File: src/hw/ext_bus_map.svh
// Constants for the external bus cycle and arbitration block
`ifndef EXT_BUS_MAP_SVH
`define EXT_BUS_MAP_SVH
`define ACC_MIN 6'h01
`define ACC_MAX 6'h20
`define ACC_W 5
`define RDY_SYNC_STAGES 3
`endif

File: src/hw/ext_bus_pkg.sv
// Types for the external bus cycle and arbitration block
package ext_bus_pkg;
  typedef enum {
    ST_IDLE, ST_ACCESS, ST_WAIT, ST_DONE,
    ST_REL_DRIVE, ST_HELD, ST_REGAIN
  } bus_state_type;
  typedef struct packed {
    logic rd_n;
    logic wr_n;
    logic ale;
  } ctrl_type;
endpackage

File: src/hw/ready_sync_if.sv
// Ready path between the bus controller and its synchroniser
`timescale 1ns/100ps
interface ready_sync_if;
  logic raw;
  logic sync_lvl;
  modport ctl (input sync_lvl, output raw);
  modport sync (input raw, output sync_lvl);
endinterface

File: src/hw/ext_bus_ctrl.sv
// External bus cycle control with ready handshake and hold arbitration
`timescale 1ns/100ps
`include "ext_bus_map.svh"
// Summary of operation
// RULE1 - Ready polarity selectable by input
// RULE2 - Sync mode samples ready pin directly
// RULE3 - Async mode adds synchroniser, one wait minimum
// RULE4 - Async ready held one period plus setup
// RULE5 - Ready may drop after command rises
// RULE6 - Ready removed before next sample point
// RULE7 - First sample after programmed access phase
// RULE8 - Inactive ready inserts one wait, resample
// RULE9 - Active ready ends current cycle
// RULE10 - Async sample point later than sync
// RULE11 - Finish running cycle before granting hold
// RULE12 - Release: drive inactive, then float, ale low
// RULE13 - Reclaim request may rise while held
// RULE14 - Regain starts only when hold rises
// RULE15 - Hold drop without reclaim regains normally
// RULE16 - Regain: floating, then driven inactive first
// RULE17 - Access phase one to thirty-two periods
// RULE18 - Grant after release, drop at regain
// RULE19 - Reclaim request drops after bus regained
module ext_bus_ctrl #(
  parameter int ACC_W = `ACC_W
) (
  // Clock and reset
  input wire logic mclk_i,
  input wire logic rst_n_i,
  // Cycle requests from the core side
  input wire logic cyc_req_i,
  input wire logic cyc_write_i,
  input wire logic [ACC_W-1:0] access_phase_length_i,
  input wire logic want_bus_i,
  output logic cyc_busy_o,
  output logic cyc_done_o,
  // Ready handshake configuration and pin
  input wire logic rdy_active_high_i,
  input wire logic rdy_async_i,
  input wire logic ready_i,
  // Arbitration pins
  input wire logic hold_n_i,
  output logic bus_grant_out_n_o,
  output logic bus_reclaim_request_n_o,
  // Bus control pins
  output ext_bus_pkg::ctrl_type ctrl_o,
  output logic ctrl_oe_o,
  output logic bus_reference_clock_o
);
  import ext_bus_pkg::*;

  ready_sync_if rs ();
  logic [1:0] pin_meta;
  logic [1:0] next_pin_meta;
  logic hold_stg3;
  logic next_hold_stg3;
  logic hold_req;
  logic next_hold_req;
  bus_state_type state;
  bus_state_type next_state;
  logic [ACC_W:0] cnt;
  logic [ACC_W:0] next_cnt;
  logic wr_cyc;
  logic next_wr_cyc;
  ctrl_type ctrl;
  ctrl_type next_ctrl;
  logic oe;
  logic next_oe;
  logic grant;
  logic next_grant;
  logic reclaim;
  logic next_reclaim;
  logic done;
  logic next_done;
  logic clk_div;
  logic rdy_now;
  logic rdy_seen;

  function automatic logic rdy_active(input logic lvl, input logic hi);
    rdy_active = hi ? lvl : !lvl; // RULE1
  endfunction

  assign rs.raw = ready_i;
  ready_sync u_sync (
    .mclk_i(mclk_i),
    .rst_n_i(rst_n_i),
    .rs(rs)
  );

  // Sync mode reads pin directly, async reads synchroniser output
  assign rdy_now = rdy_async_i ? rs.sync_lvl : ready_i; // RULE2 RULE10
  assign rdy_seen = rdy_active(rdy_now, rdy_active_high_i);

  // Hold pin synchroniser, change taken when stages 2 and 3 agree
  always_comb begin
    next_pin_meta = {pin_meta[0], hold_n_i};
    next_hold_stg3 = pin_meta[1];
    next_hold_req = hold_req;
    if (pin_meta[1] == hold_stg3) begin
      next_hold_req = !hold_stg3;
    end
  end

  always_ff @(posedge mclk_i or negedge rst_n_i) begin
    if (!rst_n_i) begin
      pin_meta <= 2'h3;
      hold_stg3 <= 1'b1;
      hold_req <= 1'b0;
    end else begin
      pin_meta <= next_pin_meta;
      hold_stg3 <= next_hold_stg3;
      hold_req <= next_hold_req;
    end
  end

  always_comb begin
    next_state = state;
    next_cnt = cnt;
    next_wr_cyc = wr_cyc;
    next_ctrl = '{rd_n: 1'b1, wr_n: 1'b1, ale: 1'b0};
    next_oe = oe;
    next_grant = grant;
    next_reclaim = reclaim;
    next_done = 1'b0;
    unique case (state)
      ST_IDLE: begin
        next_oe = 1'b1;
        if (hold_req) begin
          next_state = ST_REL_DRIVE; // RULE11
        end else if (cyc_req_i) begin
          // Access length field 0..31 means 1..32 periods
          next_cnt = {1'b0, access_phase_length_i} + `ACC_MIN; // RULE17
          next_wr_cyc = cyc_write_i;
          next_state = ST_ACCESS;
        end
      end
      ST_ACCESS: begin
        next_cnt = cnt - 1'b1;
        if (cnt == 1) begin
          // Async path always costs at least one wait
          next_state = rdy_async_i ? ST_WAIT : ST_DONE; // RULE3 RULE7
          if (!rdy_async_i && !rdy_seen) begin
            next_state = ST_WAIT; // RULE8
          end
        end
      end
      ST_WAIT: begin
        if (rdy_seen) begin
          next_state = ST_DONE; // RULE9
        end
      end
      ST_DONE: begin
        next_done = 1'b1;
        next_state = ST_IDLE;
      end
      ST_REL_DRIVE: begin
        next_oe = 1'b0; // RULE12
        next_grant = 1'b1; // RULE18
        next_state = ST_HELD;
      end
      ST_HELD: begin
        if (want_bus_i) begin
          next_reclaim = 1'b1; // RULE13
        end
        if (!hold_req) begin
          next_grant = 1'b0; // RULE14 RULE15 RULE18
          next_state = ST_REGAIN;
        end
      end
      ST_REGAIN: begin
        next_oe = 1'b1; // RULE16
        next_reclaim = 1'b0; // RULE19
        next_state = ST_IDLE;
      end
      default: next_state = ST_IDLE;
    endcase
    // Command low exactly while access or wait is registered
    if (next_state inside {ST_ACCESS, ST_WAIT}) begin
      next_ctrl.rd_n = next_wr_cyc;
      next_ctrl.wr_n = !next_wr_cyc;
    end
  end

  always_ff @(posedge mclk_i or negedge rst_n_i) begin
    if (!rst_n_i) begin
      state <= ST_IDLE;
      cnt <= '0;
      wr_cyc <= 1'b0;
      ctrl <= '{rd_n: 1'b1, wr_n: 1'b1, ale: 1'b0};
      oe <= 1'b1;
      grant <= 1'b0;
      reclaim <= 1'b0;
      done <= 1'b0;
      clk_div <= 1'b0;
    end else begin
      state <= next_state;
      cnt <= next_cnt;
      wr_cyc <= next_wr_cyc;
      ctrl <= next_ctrl;
      oe <= next_oe;
      grant <= next_grant;
      reclaim <= next_reclaim;
      done <= next_done;
      clk_div <= !clk_div;
    end
  end

  assign ctrl_o = ctrl;
  assign ctrl_oe_o = oe;
  assign bus_grant_out_n_o = !grant;
  assign bus_reclaim_request_n_o = !reclaim;
  assign cyc_done_o = done;
  assign cyc_busy_o = (state != ST_IDLE);
  assign bus_reference_clock_o = clk_div;

  grant_after_release_a: assert property (@(posedge mclk_i) // RULE12
    disable iff (!rst_n_i) $rose(grant) |-> !oe && ctrl.rd_n && ctrl.wr_n)
    else $error("grant before release");
  no_grant_mid_cycle_a: assert property (@(posedge mclk_i) // RULE11
    disable iff (!rst_n_i) grant |-> state inside {ST_HELD, ST_REGAIN,
      ST_IDLE})
    else $error("grant during cycle");
  regain_on_hold_a: assert property (@(posedge mclk_i) // RULE14
    disable iff (!rst_n_i) (state == ST_HELD && hold_req)
      |=> state != ST_REGAIN)
    else $error("regain without hold release");
  regain_drops_grant_a: assert property (@(posedge mclk_i) // RULE18
    disable iff (!rst_n_i) (state == ST_HELD && !hold_req) |=> !grant)
    else $error("grant kept at regain");
  reclaim_clears_a: assert property (@(posedge mclk_i) // RULE19
    disable iff (!rst_n_i) state == ST_REGAIN |=> !reclaim && oe)
    else $error("reclaim kept after regain");
  wait_on_not_ready_a: assert property (@(posedge mclk_i) // RULE8
    disable iff (!rst_n_i) (state == ST_WAIT && !rdy_seen)
      |=> state == ST_WAIT)
    else $error("wait not extended");
  ready_ends_cycle_a: assert property (@(posedge mclk_i) // RULE9
    disable iff (!rst_n_i) (state == ST_WAIT && rdy_seen) |=> ##1 done)
    else $error("ready did not end cycle");
  async_one_wait_a: assert property (@(posedge mclk_i) // RULE3
    disable iff (!rst_n_i) (state == ST_ACCESS && cnt == 1 && rdy_async_i)
      |=> state == ST_WAIT)
    else $error("async cycle without wait");
  access_min_a: assert property (@(posedge mclk_i) // RULE17
    disable iff (!rst_n_i) (state == ST_IDLE && !hold_req && cyc_req_i)
      |=> state == ST_ACCESS && cnt >= `ACC_MIN && cnt <= `ACC_MAX)
    else $error("access length out of range");

  // Access cycles counted apart from the down counter
  logic [ACC_W:0] acc_len;
  logic [ACC_W:0] next_acc_len;
  logic [ACC_W:0] acc_seen;
  logic [ACC_W:0] next_acc_seen;

  always_comb begin
    next_acc_len = acc_len;
    next_acc_seen = acc_seen;
    if (state == ST_IDLE && next_state == ST_ACCESS) begin
      next_acc_len = next_cnt;
      next_acc_seen = '0;
    end else if (state == ST_ACCESS) begin
      next_acc_seen = acc_seen + 1'b1;
    end
  end

  always_ff @(posedge mclk_i or negedge rst_n_i) begin
    if (!rst_n_i) begin
      acc_len <= '0;
      acc_seen <= '0;
    end else begin
      acc_len <= next_acc_len;
      acc_seen <= next_acc_seen;
    end
  end

  access_length_a: assert property (@(posedge mclk_i) // RULE17
    disable iff (!rst_n_i) (state == ST_ACCESS && next_state != ST_ACCESS)
      |-> acc_seen + 1'b1 == acc_len)
    else $error("access phase length wrong");
  cmd_tracks_state_a: assert property (@(posedge mclk_i) // RULE7
    disable iff (!rst_n_i)
      (ctrl.rd_n && ctrl.wr_n) == !(state inside {ST_ACCESS, ST_WAIT}))
    else $error("command not aligned with access");
  sync_ready_ends_a: assert property (@(posedge mclk_i) // RULE2
    disable iff (!rst_n_i)
      (state == ST_ACCESS && cnt == 1 && !rdy_async_i && rdy_seen)
      |=> state == ST_DONE)
    else $error("sync ready ignored");
  async_late_a: assert property (@(posedge mclk_i) // RULE10
    disable iff (!rst_n_i) (state == ST_ACCESS && rdy_async_i)
      |=> state != ST_DONE)
    else $error("async ready sampled early");
  release_order_a: assert property (@(posedge mclk_i) // RULE12
    disable iff (!rst_n_i) (state == ST_IDLE && hold_req)
      |=> (state == ST_REL_DRIVE && oe) ##1 (!oe && grant))
    else $error("release order broken");
  regain_inactive_a: assert property (@(posedge mclk_i) // RULE16
    disable iff (!rst_n_i) $rose(oe)
      |-> ctrl.rd_n && ctrl.wr_n && !ctrl.ale && state == ST_IDLE)
    else $error("controls active at regain");
  reclaim_in_held_a: assert property (@(posedge mclk_i) // RULE13
    disable iff (!rst_n_i) $rose(reclaim) |-> $past(state) == ST_HELD)
    else $error("reclaim outside hold");
  grant_drop_a: assert property (@(posedge mclk_i) // RULE15
    disable iff (!rst_n_i) $fell(grant) |-> !$past(hold_req))
    else $error("grant dropped while hold kept");
endmodule

File: src/hw/ready_sync.sv
// Three-stage synchroniser for the ready pin
`timescale 1ns/100ps
`include "ext_bus_map.svh"
module ready_sync (
  // Clock and reset
  input wire logic mclk_i,
  input wire logic rst_n_i,
  // Ready path
  ready_sync_if.sync rs
);
  logic [`RDY_SYNC_STAGES-1:0] stage;
  logic [`RDY_SYNC_STAGES-1:0] next_stage;
  logic lvl;
  logic next_lvl;

  always_comb begin
    next_stage = {stage[`RDY_SYNC_STAGES-2:0], rs.raw};
    next_lvl = lvl;
    // Change accepted once second and third stages agree
    if (stage[1] == stage[2]) begin
      next_lvl = stage[2];
    end
  end

  always_ff @(posedge mclk_i or negedge rst_n_i) begin
    if (!rst_n_i) begin
      stage <= '0;
      lvl <= 1'b0;
    end else begin
      stage <= next_stage;
      lvl <= next_lvl;
    end
  end

  assign rs.sync_lvl = lvl;
endmodule

File: config.mk
export PLATFORM = sky130hd
export DESIGN_NAME = ext_bus_ctrl
export DESIGN_NICKNAME = d
export VERILOG_FILES = /design/src/hw/ext_bus_pkg.sv /design/src/hw/ready_sync_if.sv /design/src/hw/ext_bus_ctrl.sv /design/src/hw/ready_sync.sv
export VERILOG_INCLUDE_DIRS = /design/src /design/src/hw
export SDC_FILE = /design/constraint.sdc
export NUM_CORES = 1
export LEC_CHECK = 0
export BUFFER_PORTS_ARGS = -buffer_cell sky130_fd_sc_hd__buf_2
export CAP_MARGIN = 20
export CORE_MARGIN = 5
export CORE_UTILIZATION = 35
export DETAILED_ROUTE_END_ITERATION = 12
export GPL_TIMING_DRIVEN = 0
export PLACE_DENSITY_LB_ADDON = 0.1
export SLEW_MARGIN = 15
export SYNTH_ARGS = -nofsm -noshare
export SYNTH_HDL_FRONTEND = slang
export SYNTH_SLANG_ARGS = --single-unit
File: constraint.sdc
create_clock -name mclk_i -period 2.4 [get_ports mclk_i]
set_clock_uncertainty 0.1 [all_clocks]
set_input_delay 0.36 -clock mclk_i [delete_from_list [all_inputs] [get_ports mclk_i]]
set_output_delay 0.36 -clock mclk_i [all_outputs]
set_load 0.02 [all_outputs]
==> flow_summary.toml, run 1 <==
[outcome]
run_status = "complete, but fails checks"
violations = "hold timing"

[timing]
worst_slew_pin_slew_ns = 0.665
holdWs_ns = -0.0240
drv_slew = 0
layout_min_cycle_time_ns = 2.37
relSlewSlack_pct = 55.7
setup_violations = 0
fmax_ghz = 0.422
hold_violations = 14
grt_setup_unrepaired = "true"
fin_crit_sh_pct = 98.8
fin_ws_ns = 0.0277

[die]
die_area_sq_um = 7640
dieWidth_microns = 87.4
start_util_pct = 35.6
num_io_pins = 23
die_y_microns = 87.4
core-area_sq_um = 5890
num_rows = 28

[power_and_ir_drop]
ir_drop_mv = 0.321
p_sw_uw = 350
p_seq_share_pct = 61.4
pwr-share-clk_pct = 33.3
p_leak_nw = 1.14
internal-power_mw = 1.21
pwr-share-comb_pct = 5.2
power-per-cell-area_nw_per_um2 = 616
switching_share_pct = 22.4

[logic_synthesis]
ys_ff_latch = 54
ys_async_sr_fraction_pct = 100
netlist_top_cells_area = "dfrtp_1, dfstp_2, nor4_1"
yosys.area.top_type = "dfrtp_1"
netlist_area_sq_um = 2100
synth_top_cell_area_share_pct = 57.3
yosysMostFrequentCell = "dfrtp_1"
yosys-top-cells-count = "dfrtp_1, a21oi_1, nor4_1"
synth_edf_count = 0
syn_area_per_cell_sq_um = 12.1
yosysWarnings = 0
seq_area_frac_synth_pct = 64.8
synth-main-ff-cell = "dfrtp_1"
syn_inst = 173
yosys.cell_types.count = 46

[placed_design]
gp_congestion = 0.776
place_hpwl_microns = 2700
placed_area_sq_um = 2410
io_buffer_count = 21
pre_cts_ws_ns = 0.0438

[route]
highest_layer = "met4"
wl_per_cell_microns = 12.6
wl_met2_microns = 1700
dr.first_iter.drc_count = 45
drt.antenna.violating_nets = 0
wl_met3_microns = 173
drtPass1Iterations = 4
vias = 1364
totalWireLength_microns = 3860
wl_met1_microns = 1940
drc = 0
avgViaCountPerCell = 4.44

[setup_path]
path_class = "reg -> out"
path_buf_inv = 1
cp-endpoint = "cyc_busy_o"
r2r_cells = 6
rrSetupSlack_ns = 0.23
cpPeakStageDelay_ns = 0.39
crit_start = "state[3]"
r2r-start = "state[27]"
reg2reg_to = "ctrl_o[2]"
crit_cells = 5
worstPathRequired_ns = 1.94
slowest_stage = "or3_1"
path_max_fanout = 4
arrival_ns = 1.91
cp_top_family = "simple AND/OR/NAND/NOR gates"
cp-start-kind = "flop"
crit_chain = "or3_1 > or3_4 > nor4_4 > nand2_1 > buf_2"
cp-end-kind = "output pin"

[global_routing]
grt_pass1_vias = 1351
grt_pass1_wl_microns = 6670
grt_max_degree = 55
antenna_found_initial = 0
globalRouteTotalUtil_pct = 11.4
overflow = 0

[cells_and_area]
syn2layout_area_growth_pct = 21.1
multi_input_area_sq_um = 830
ff_latch_area_sq_um = 1360
fin_nets = 248
antenna_cells = 0
drive_gt1_share_pct = 21.6
fillers = 567
final_area_sq_um = 2540

[clocking]
htreeDepth = 2
numCtsBuffers = 5
clockBufferDepth = 2
cts.clk_slew.worst_paths_ns = 0.09
hold_buffers = 0
insertion_delay_ns = 0.30
clock-sinks = 54
cts_tree = "yes"
root_buffer = "clkbuf_8"

[min_path]
hp-class = "in -> async"

[job]
maxCapViolations = 0
routing by layer:
metal | up-vias | GRT usage (%)
met1 | 634 | 16.3
met2 | 19 | 16.4
met3 | 4 | 3.12
met4 | 0 | 4.18
li1 | 707 | -
met5 | - | 0
power groups by stage:
stage	combinational [mW]	clock, mW	sequential (mW)
floorplan	0.0415	0	0.973
global placement	0.0833	0	0.977
detailed placement	0.0833	0	0.978
CTS	0.0839	0.544	0.961
global route	0.0980	0.591	0.966
finish	0.0820	0.521	0.961
through the flow:
stage	hold WS (ns)	power [mW]	cells	TNS (ns)	util [%]
3_5_place_dp	0.247	1.06	298	0	40.9
2_1_floorplan	-0.0356	1.01	202	0	-
3_3_place_gp	0.234	1.06	298	0	40.9
4_1_cts	0.0134	1.59	307	0	43.1
6_report	-0.0240	1.56	307	0	43.2
5_1_grt	0.0253	1.65	307	-0.0564	43.2
logic make-up after synthesis:
kind of cell	share of synthesized area, %
AO/OA/AOI/OAI	11.0
XOR/XNOR	2.09
adder cells (fa/ha/maj)	2.27
buffers and inverters	2.27
flip-flops	64.8
multiplexers	1.01
other	0.179
AND/OR/NAND/NOR	16.3
layout make-up:
type,count,share of cell area (%)
sequential,54,53.5
multi-input combinational,137,32.7
tap,75,3.69
buffer,4,0.837
timing repair buffer,22,4.53
clock inverter,1,0.345
clock buffer,7,3.40
inverter,7,1.03
state kept, by name, indices dropped and copies added, names as in the netlist:
register,count
grant,1
hold_stg3,1
hold_req,1
cyc_done_o,1
ctrl_o,2
u_sync.stage,3
pin_meta,2
state,32
bus_reference_clock_o,1
u_sync.rs.sync_lvl,1
ctrl_oe_o,1
wr_cyc,1
cnt,6
reclaim,1
worst min path at each step:
stage,startpoint,to,slack (ns),cells past startpoint
after global placement,u_sync.stage[0],u_sync.stage[1],0.23,0
after detailed placement,pin_meta[0],pin_meta[1],0.25,0
after floorplan,rst_n_i,bus_reference_clock_o,-0.04,0
after CTS,rst_n_i,cnt[3],0.01,1
after global routing,hold_n_i,pin_meta[0],0.03,1
final,rst_n_i,cnt[2],-0.02,1
timing repair:
| action | CTS | global route |
|---|---|---|
| setup endpoints to repair | 1 | 1 |
| pin swaps | 1 | 0 |
| cloned | 0 | 0 |
| buffers inserted | 1 | 0 |
| resized for setup | 4 | 1 |
cells in the final DEF, fill, tap and decap left out, drive strengths merged, types with 2 or more instances in the layout:
| cell type | netlist | routed |
|---|---|---|
| or3 | 3 | 3 |
| dfstp | 6 | 6 |
| nor2b | 2 | 2 |
| and4 | 2 | 2 |
| dfrtp | 48 | 48 |
| nand2b | 4 | 4 |
| and3 | 2 | 2 |
| o31ai | 4 | 4 |
| nand3 | 4 | 4 |
| nand2 | 11 | 11 |
| nor3 | 7 | 7 |
| xor2 | 2 | 2 |
| conb | 1 | 30 |
| o21bai | 2 | 2 |
| a21oi | 13 | 13 |
| nand4 | 2 | 2 |
| or2 | 2 | 2 |
| buf | 2 | 24 |
| xnor2 | 3 | 3 |
| nor4 | 12 | 12 |
| o21ai | 6 | 6 |
| a221oi | 2 | 2 |
| nor2 | 6 | 6 |
| inv | 7 | 8 |
| clkbuf | 2 | 9 |
| ha | 3 | 3 |
(Power assumes the default switching activity.)
==> run 2, diff against run 1 <==
--- a/config.mk
+++ b/config.mk
@@ -6,11 +6,11 @@
 export SDC_FILE = /design/constraint.sdc
 export NUM_CORES = 1
 export LEC_CHECK = 0
-export BUFFER_PORTS_ARGS = -buffer_cell sky130_fd_sc_hd__buf_2
 export CAP_MARGIN = 20
 export CORE_MARGIN = 5
 export CORE_UTILIZATION = 35
 export DETAILED_ROUTE_END_ITERATION = 12
+export DONT_BUFFER_PORTS = 1
 export GPL_TIMING_DRIVEN = 0
 export PLACE_DENSITY_LB_ADDON = 0.1
 export SLEW_MARGIN = 15
==> constraint.sdc (replaced) <==
create_clock -name mclk_i -period 2.4 [get_ports mclk_i]
set_clock_uncertainty 0.1 [all_clocks]
set_input_delay 0 -clock mclk_i [delete_from_list [all_inputs] [get_ports mclk_i]]
set_output_delay 0 -clock mclk_i [all_outputs]
set_load 0.02 [all_outputs]
==> run 2 against run 1 <==
  * Sequential power about the same
  * Die area did not move
  * Worst hold slack better by 0.085 ns
  * First-iteration DRC count fell by 33%
  * Cell area up 1.1%
  * Total power increased by 5.7%
  * The flow now finishes without violations
  * Fmax is 11% higher
  * Highest routed layer unchanged
  * Utilization is 0.47 points higher
  * Count of clock-buffer cells in the layout is 2 lower
  * Clock power up 16%
==> flow_summary.toml, run 2 (synthesized netlist as in run 1, its figures left out) <==
[setup_path]
crit_chain = "nor4_1 > nand4_1 > nor3_1 > mux2_2 > nand3b_1"
cp-start-kind = "flop"
path_class = "reg -> reg"
slowest_stage = "nor4_1"
path_max_fanout = 5
cp_top_family = "simple AND/OR/NAND/NOR gates"
cpPeakStageDelay_ns = 0.40
r2r-start = "state[13]"
cp-end-kind = "flop"
path_buf_inv = 0
arrival_ns = 2.25
worstPathRequired_ns = 2.51
crit_start = "state[13]"

[placed_design]
dp.cells = 277
place_hpwl_microns = 2690
io_buffer_count = 0
pre_cts_ws_ns = 0.187
gp_congestion = 0.844
placed_area_sq_um = 2300

[global_routing]
antenna_found_initial = 0
grt_max_degree = 55
globalRouteTotalUtil_pct = 11.0
grt_pass1_vias = 1363
grt_pass1_wl_microns = 6380
overflow = 0

[die]
dieWidth_microns = 87.4
start_util_pct = 35.6
die_y_microns = 87.4
core-area_sq_um = 5890
num_io_pins = 23
num_rows = 28
die_area_sq_um = 7640

[power_and_ir_drop]
p_leak_nw = 1.13
ir_drop_mv = 0.351
totalPowerFinal_mw = 1.65
power-per-cell-area_nw_per_um2 = 644

[job]
maxCapViolations = 0

[cells_and_area]
layout_commonest_cell = "dfrtp_1"
final_area_sq_um = 2570
syn2layout_area_growth_pct = 22.4
fin_nets = 239
regMostFlops = "state"
largest_reg_flops = 32
layout_common_cells = "dfrtp_1, conb_1, a21oi_1"
final_util_pct = 43.6
antenna_cells = 0
reg_top3 = "state: 32 flops, cnt: 6 flops, u_sync.stage: 3 flops"
drive_gt1_share_pct = 12.6
stdcell_count = 298

[timing]
fin_tns_setup_ns = 0
holdWs_ns = 0.0610
setup_violations = 0
layout_min_cycle_time_ns = 2.14
fin_crit_sh_pct = 89.1
fmax_ghz = 0.468
grt_setup_unrepaired = "false"
drv_slew = 0
fin_ws_ns = 0.262
hold_violations = 0

[clocking]
numCtsBuffers = 5
root_buffer = "clkbuf_8"
cts.clk_slew.worst_paths_ns = 0.10
insertion_delay_ns = 0.30
htreeDepth = 2
cts_tree = "yes"
clockBufferDepth = 2
clock-sinks = 54

[min_path]
hp-class = "in -> reg"
hold_path.startpoint = "cyc_req_i"

[route]
drtPass1Iterations = 4
drc = 0
dr.first_iter.drc_count = 30
wl_per_cell_microns = 12.8
avgViaCountPerCell = 4.68
totalWireLength_microns = 3820
vias = 1395
drt.antenna.violating_nets = 0

[outcome]
run_status = "completed"
[run 2: changes by cell type in the layout (fill, tap and decap cells not counted), sizes merged]
cell	before	now
clkbuf	9	7
buf	24	4
bufinv	0	1
dlygate4sd3	0	11
clkinv	0	1
[run 2: what timing repair did]
action / CTS / global route
hold buffers: 12 / 0
endpoints found under the hold margin: 65 / 0
setup endpoints to repair: 0 / 4
gates resized for setup: 0 / 1
buffers inserted: 0 / 1
[run 2: area by class of cell]
class	instances	area, sq um
inverters	7	26.3
plain buffers	4	21.3
clock inverters	3	47.5
repair buffers	13	145
clock buffers	5	68.8
well taps	75	93.8
flip-flops and latches	54	1360
fillers	578	3320
multi-input cells	137	806
[run 2: where the power goes]
part | switching (mW) | total [mW] | internal, mW
Sequential | 0.0136 | 0.958 | 0.945
Clock | 0.287 | 0.603 | 0.316
Combinational | 0.0510 | 0.0907 | 0.0397
[run 2: worst reg2reg max path: cells and delay by family, from the launching register on]
kind	cells	cell delay, ns
flip-flops	1	0.37
multiplexers	1	0.39
AND/OR/NAND/NOR	4	1.18
[run 2: final timing paths]
path	endpoint	slack (ns)	cells after the start
max in group asynchronous	hold_stg3	1.79	2
setup reg to reg	ctrl_o[2]	0.26	5
hold / removal	cnt[0]	0.06	4
setup / recovery	ctrl_o[2]	0.26	5
hold reg to reg	u_sync.stage[1]	0.26	0
min in group asynchronous	cnt[3]	0.10	2
[run 2: routing by layer]
metal	part of all wire, %	vias up	track usage (%)
li1	-	690	-
met1	45	675	13.9
met2	48	26	17.1
met3	4.8	4	3.97
met4	1.5	0	4.18
met5	0	-	0
==> run 3, diff against run 2 <==
--- a/config.mk
+++ b/config.mk
@@ -12,7 +12,7 @@
 export DETAILED_ROUTE_END_ITERATION = 12
 export DONT_BUFFER_PORTS = 1
 export GPL_TIMING_DRIVEN = 0
-export PLACE_DENSITY_LB_ADDON = 0.1
+export PLACE_DENSITY = 0.51
 export SLEW_MARGIN = 15
 export SYNTH_ARGS = -nofsm -noshare
 export SYNTH_HDL_FRONTEND = slang
==> run 3 against run 2 <==
  * Total power is 1.5% higher
  * Register-to-register slack barely moved
  * Utilization is 0.085 points higher
  * Die area is the same
  * Global-route usage up 0.33 points
  * Routed wire length rose by 0.29%
  * Worst setup slack better by 0.0077 ns
  * Final cell count is the same
  * Highest routed layer unchanged
  * Count of clock-buffer cells in the layout is 1 higher
==> flow_summary.toml, run 3 (synthesized netlist as in run 1, its figures left out) <==
[route]
drc = 0
totalWireLength_microns = 3830
wl_per_cell_microns = 12.8
dr.first_iter.drc_count = 39
vias = 1375
drtPass1Iterations = 4
drt.antenna.violating_nets = 0
avgViaCountPerCell = 4.61

[die]
die_y_microns = 87.4
die_area_sq_um = 7640
core-area_sq_um = 5890
num_rows = 28
dieWidth_microns = 87.4
num_io_pins = 23
start_util_pct = 35.6

[timing]
fmax_ghz = 0.469
layout_min_cycle_time_ns = 2.13
grt_setup_unrepaired = "false"
setup_violations = 0
fin_crit_sh_pct = 88.8
fin_tns_setup_ns = 0
drv_slew = 0
hold_violations = 0

[clocking]
insertion_delay_ns = 0.30
cts.clk_slew.worst_paths_ns = 0.10
clockBufferDepth = 2
numCtsBuffers = 5
root_buffer = "clkbuf_8"
cts_tree = "yes"
htreeDepth = 2
clock-sinks = 54

[cells_and_area]
fillers = 560
syn2layout_area_growth_pct = 22.7
fin_nets = 239
drive_gt1_share_pct = 12.6
layout_common_cells = "dfrtp_1, conb_1, a21oi_1"
reg_top3 = "state: 32 flops, cnt: 6 flops, u_sync.stage: 3 flops"
largest_reg_flops = 32
regMostFlops = "state"
antenna_cells = 0
layout_commonest_cell = "dfrtp_1"

[power_and_ir_drop]
switching_share_pct = 20.9
totalPowerFinal_mw = 1.68
pwr-share-comb_pct = 5.4
p_seq_share_pct = 57.2
ir_drop_mv = 0.297
internal-power_mw = 1.33
pwr-share-clk_pct = 37.5
p_leak_nw = 1.13
power-per-cell-area_nw_per_um2 = 652
p_sw_uw = 350

[placed_design]
gp_congestion = 0.784
io_buffer_count = 0
place_hpwl_microns = 2630

[min_path]
holdPathStages = 4
hold_end = "state[0]"
hp-class = "in -> reg"
hold_path.startpoint = "rdy_async_i"

[setup_path]
reg2reg_to = "ctrl_o[2]"
worstPathRequired_ns = 2.53
path_max_fanout = 5
r2r-start = "state[13]"
cp-end-kind = "flop"
cp-start-kind = "flop"
path_class = "reg -> reg"
arrival_ns = 2.26
rrSetupSlack_ns = 0.27
r2r_cells = 5

[outcome]
run_status = "completed"

[global_routing]
antenna_found_initial = 0
globalRouteTotalUtil_pct = 11.3
overflow = 0
grt_max_degree = 55
grt_pass1_wl_microns = 6590
grt_pass1_vias = 1364

[job]
maxCapViolations = 0
## run 3: worst max-delay path by stage
stage | startpoint | to | slack [ns] | cells past startpoint
6_report | state[13] | ctrl_o[2] | 0.27 | 5
5_1_grt | state[13] | ctrl_o[2] | 0.06 | 5
4_1_cts | state[21] | cyc_busy_o | 0.05 | 4
3_5_place_dp | state[21] | ctrl_o[2] | 0.20 | 5
3_3_place_gp | state[21] | ctrl_o[2] | 0.22 | 5
2_1_floorplan | state[3] | grant | 0.49 | 5
## run 3: routing by layer
| metal | vias to the layer above | share of wire [%] | track usage (%) |
|---|---|---|---|
| met1 | 662 | 49 | 15.2 |
| li1 | 689 | - | - |
| met4 | 0 | 1.9 | 4.60 |
| met3 | 5 | 4.8 | 3.69 |
| met5 | - | 0 | 0 |
| met2 | 19 | 44 | 16.8 |
## run 3: per-stage QoR
stage | cells | hold WS, ns | worst slack [ns] | cell area [sq um] | utilization, %
finish | 298 | 0.0653 | 0.270 | 2570 | 43.7
global route | 298 | 0.0951 | 0.0553 | 2570 | 43.7
CTS | 297 | 0.0553 | 0.0484 | 2560 | 43.5
detailed placement | 277 | -0.394 | 0.200 | 2300 | 39.1
global placement | 277 | -0.394 | 0.218 | 2300 | 39.1
floorplan | 202 | -0.396 | 0.490 | 2210 | -
## run 3: repair_timing
action	in CTS	in global routing
endpoints found under the setup margin	0	2
buffers inserted	0	1
hold buffers	12	0
endpoints found under the hold margin	65	0
gates resized for setup	0	1
## run 3: area by class of cell
class	instances	area [sq um]	area share (%)
flip-flops and latches	54	1360	52.8
repair buffers	13	145	5.64
plain buffers	4	21.3	0.827
well taps	75	93.8	3.65
multi-input cells	137	806	31.3
inverters	7	26.3	1.02
clock inverters	2	38.8	1.51
clock buffers	6	82.6	3.21
## run 3: critical path, stage by stage (launching register included)
cell	delay, ns
dfrtp_1	0.37
nor4_1	0.42
nand4_1	0.35
nor3_1	0.28
mux2_2	0.38
nand3b_1	0.16
## run 3: power groups by stage
stage / Combinational [mW] / Sequential, mW / Clock (mW)
CTS: 0.0921 / 0.960 / 0.660
global placement: 0.0502 / 0.977 / 0
global route: 0.104 / 0.963 / 0.692
floorplan: 0.0415 / 0.973 / 0
detailed placement: 0.0503 / 0.978 / 0
finish: 0.0901 / 0.959 / 0.629
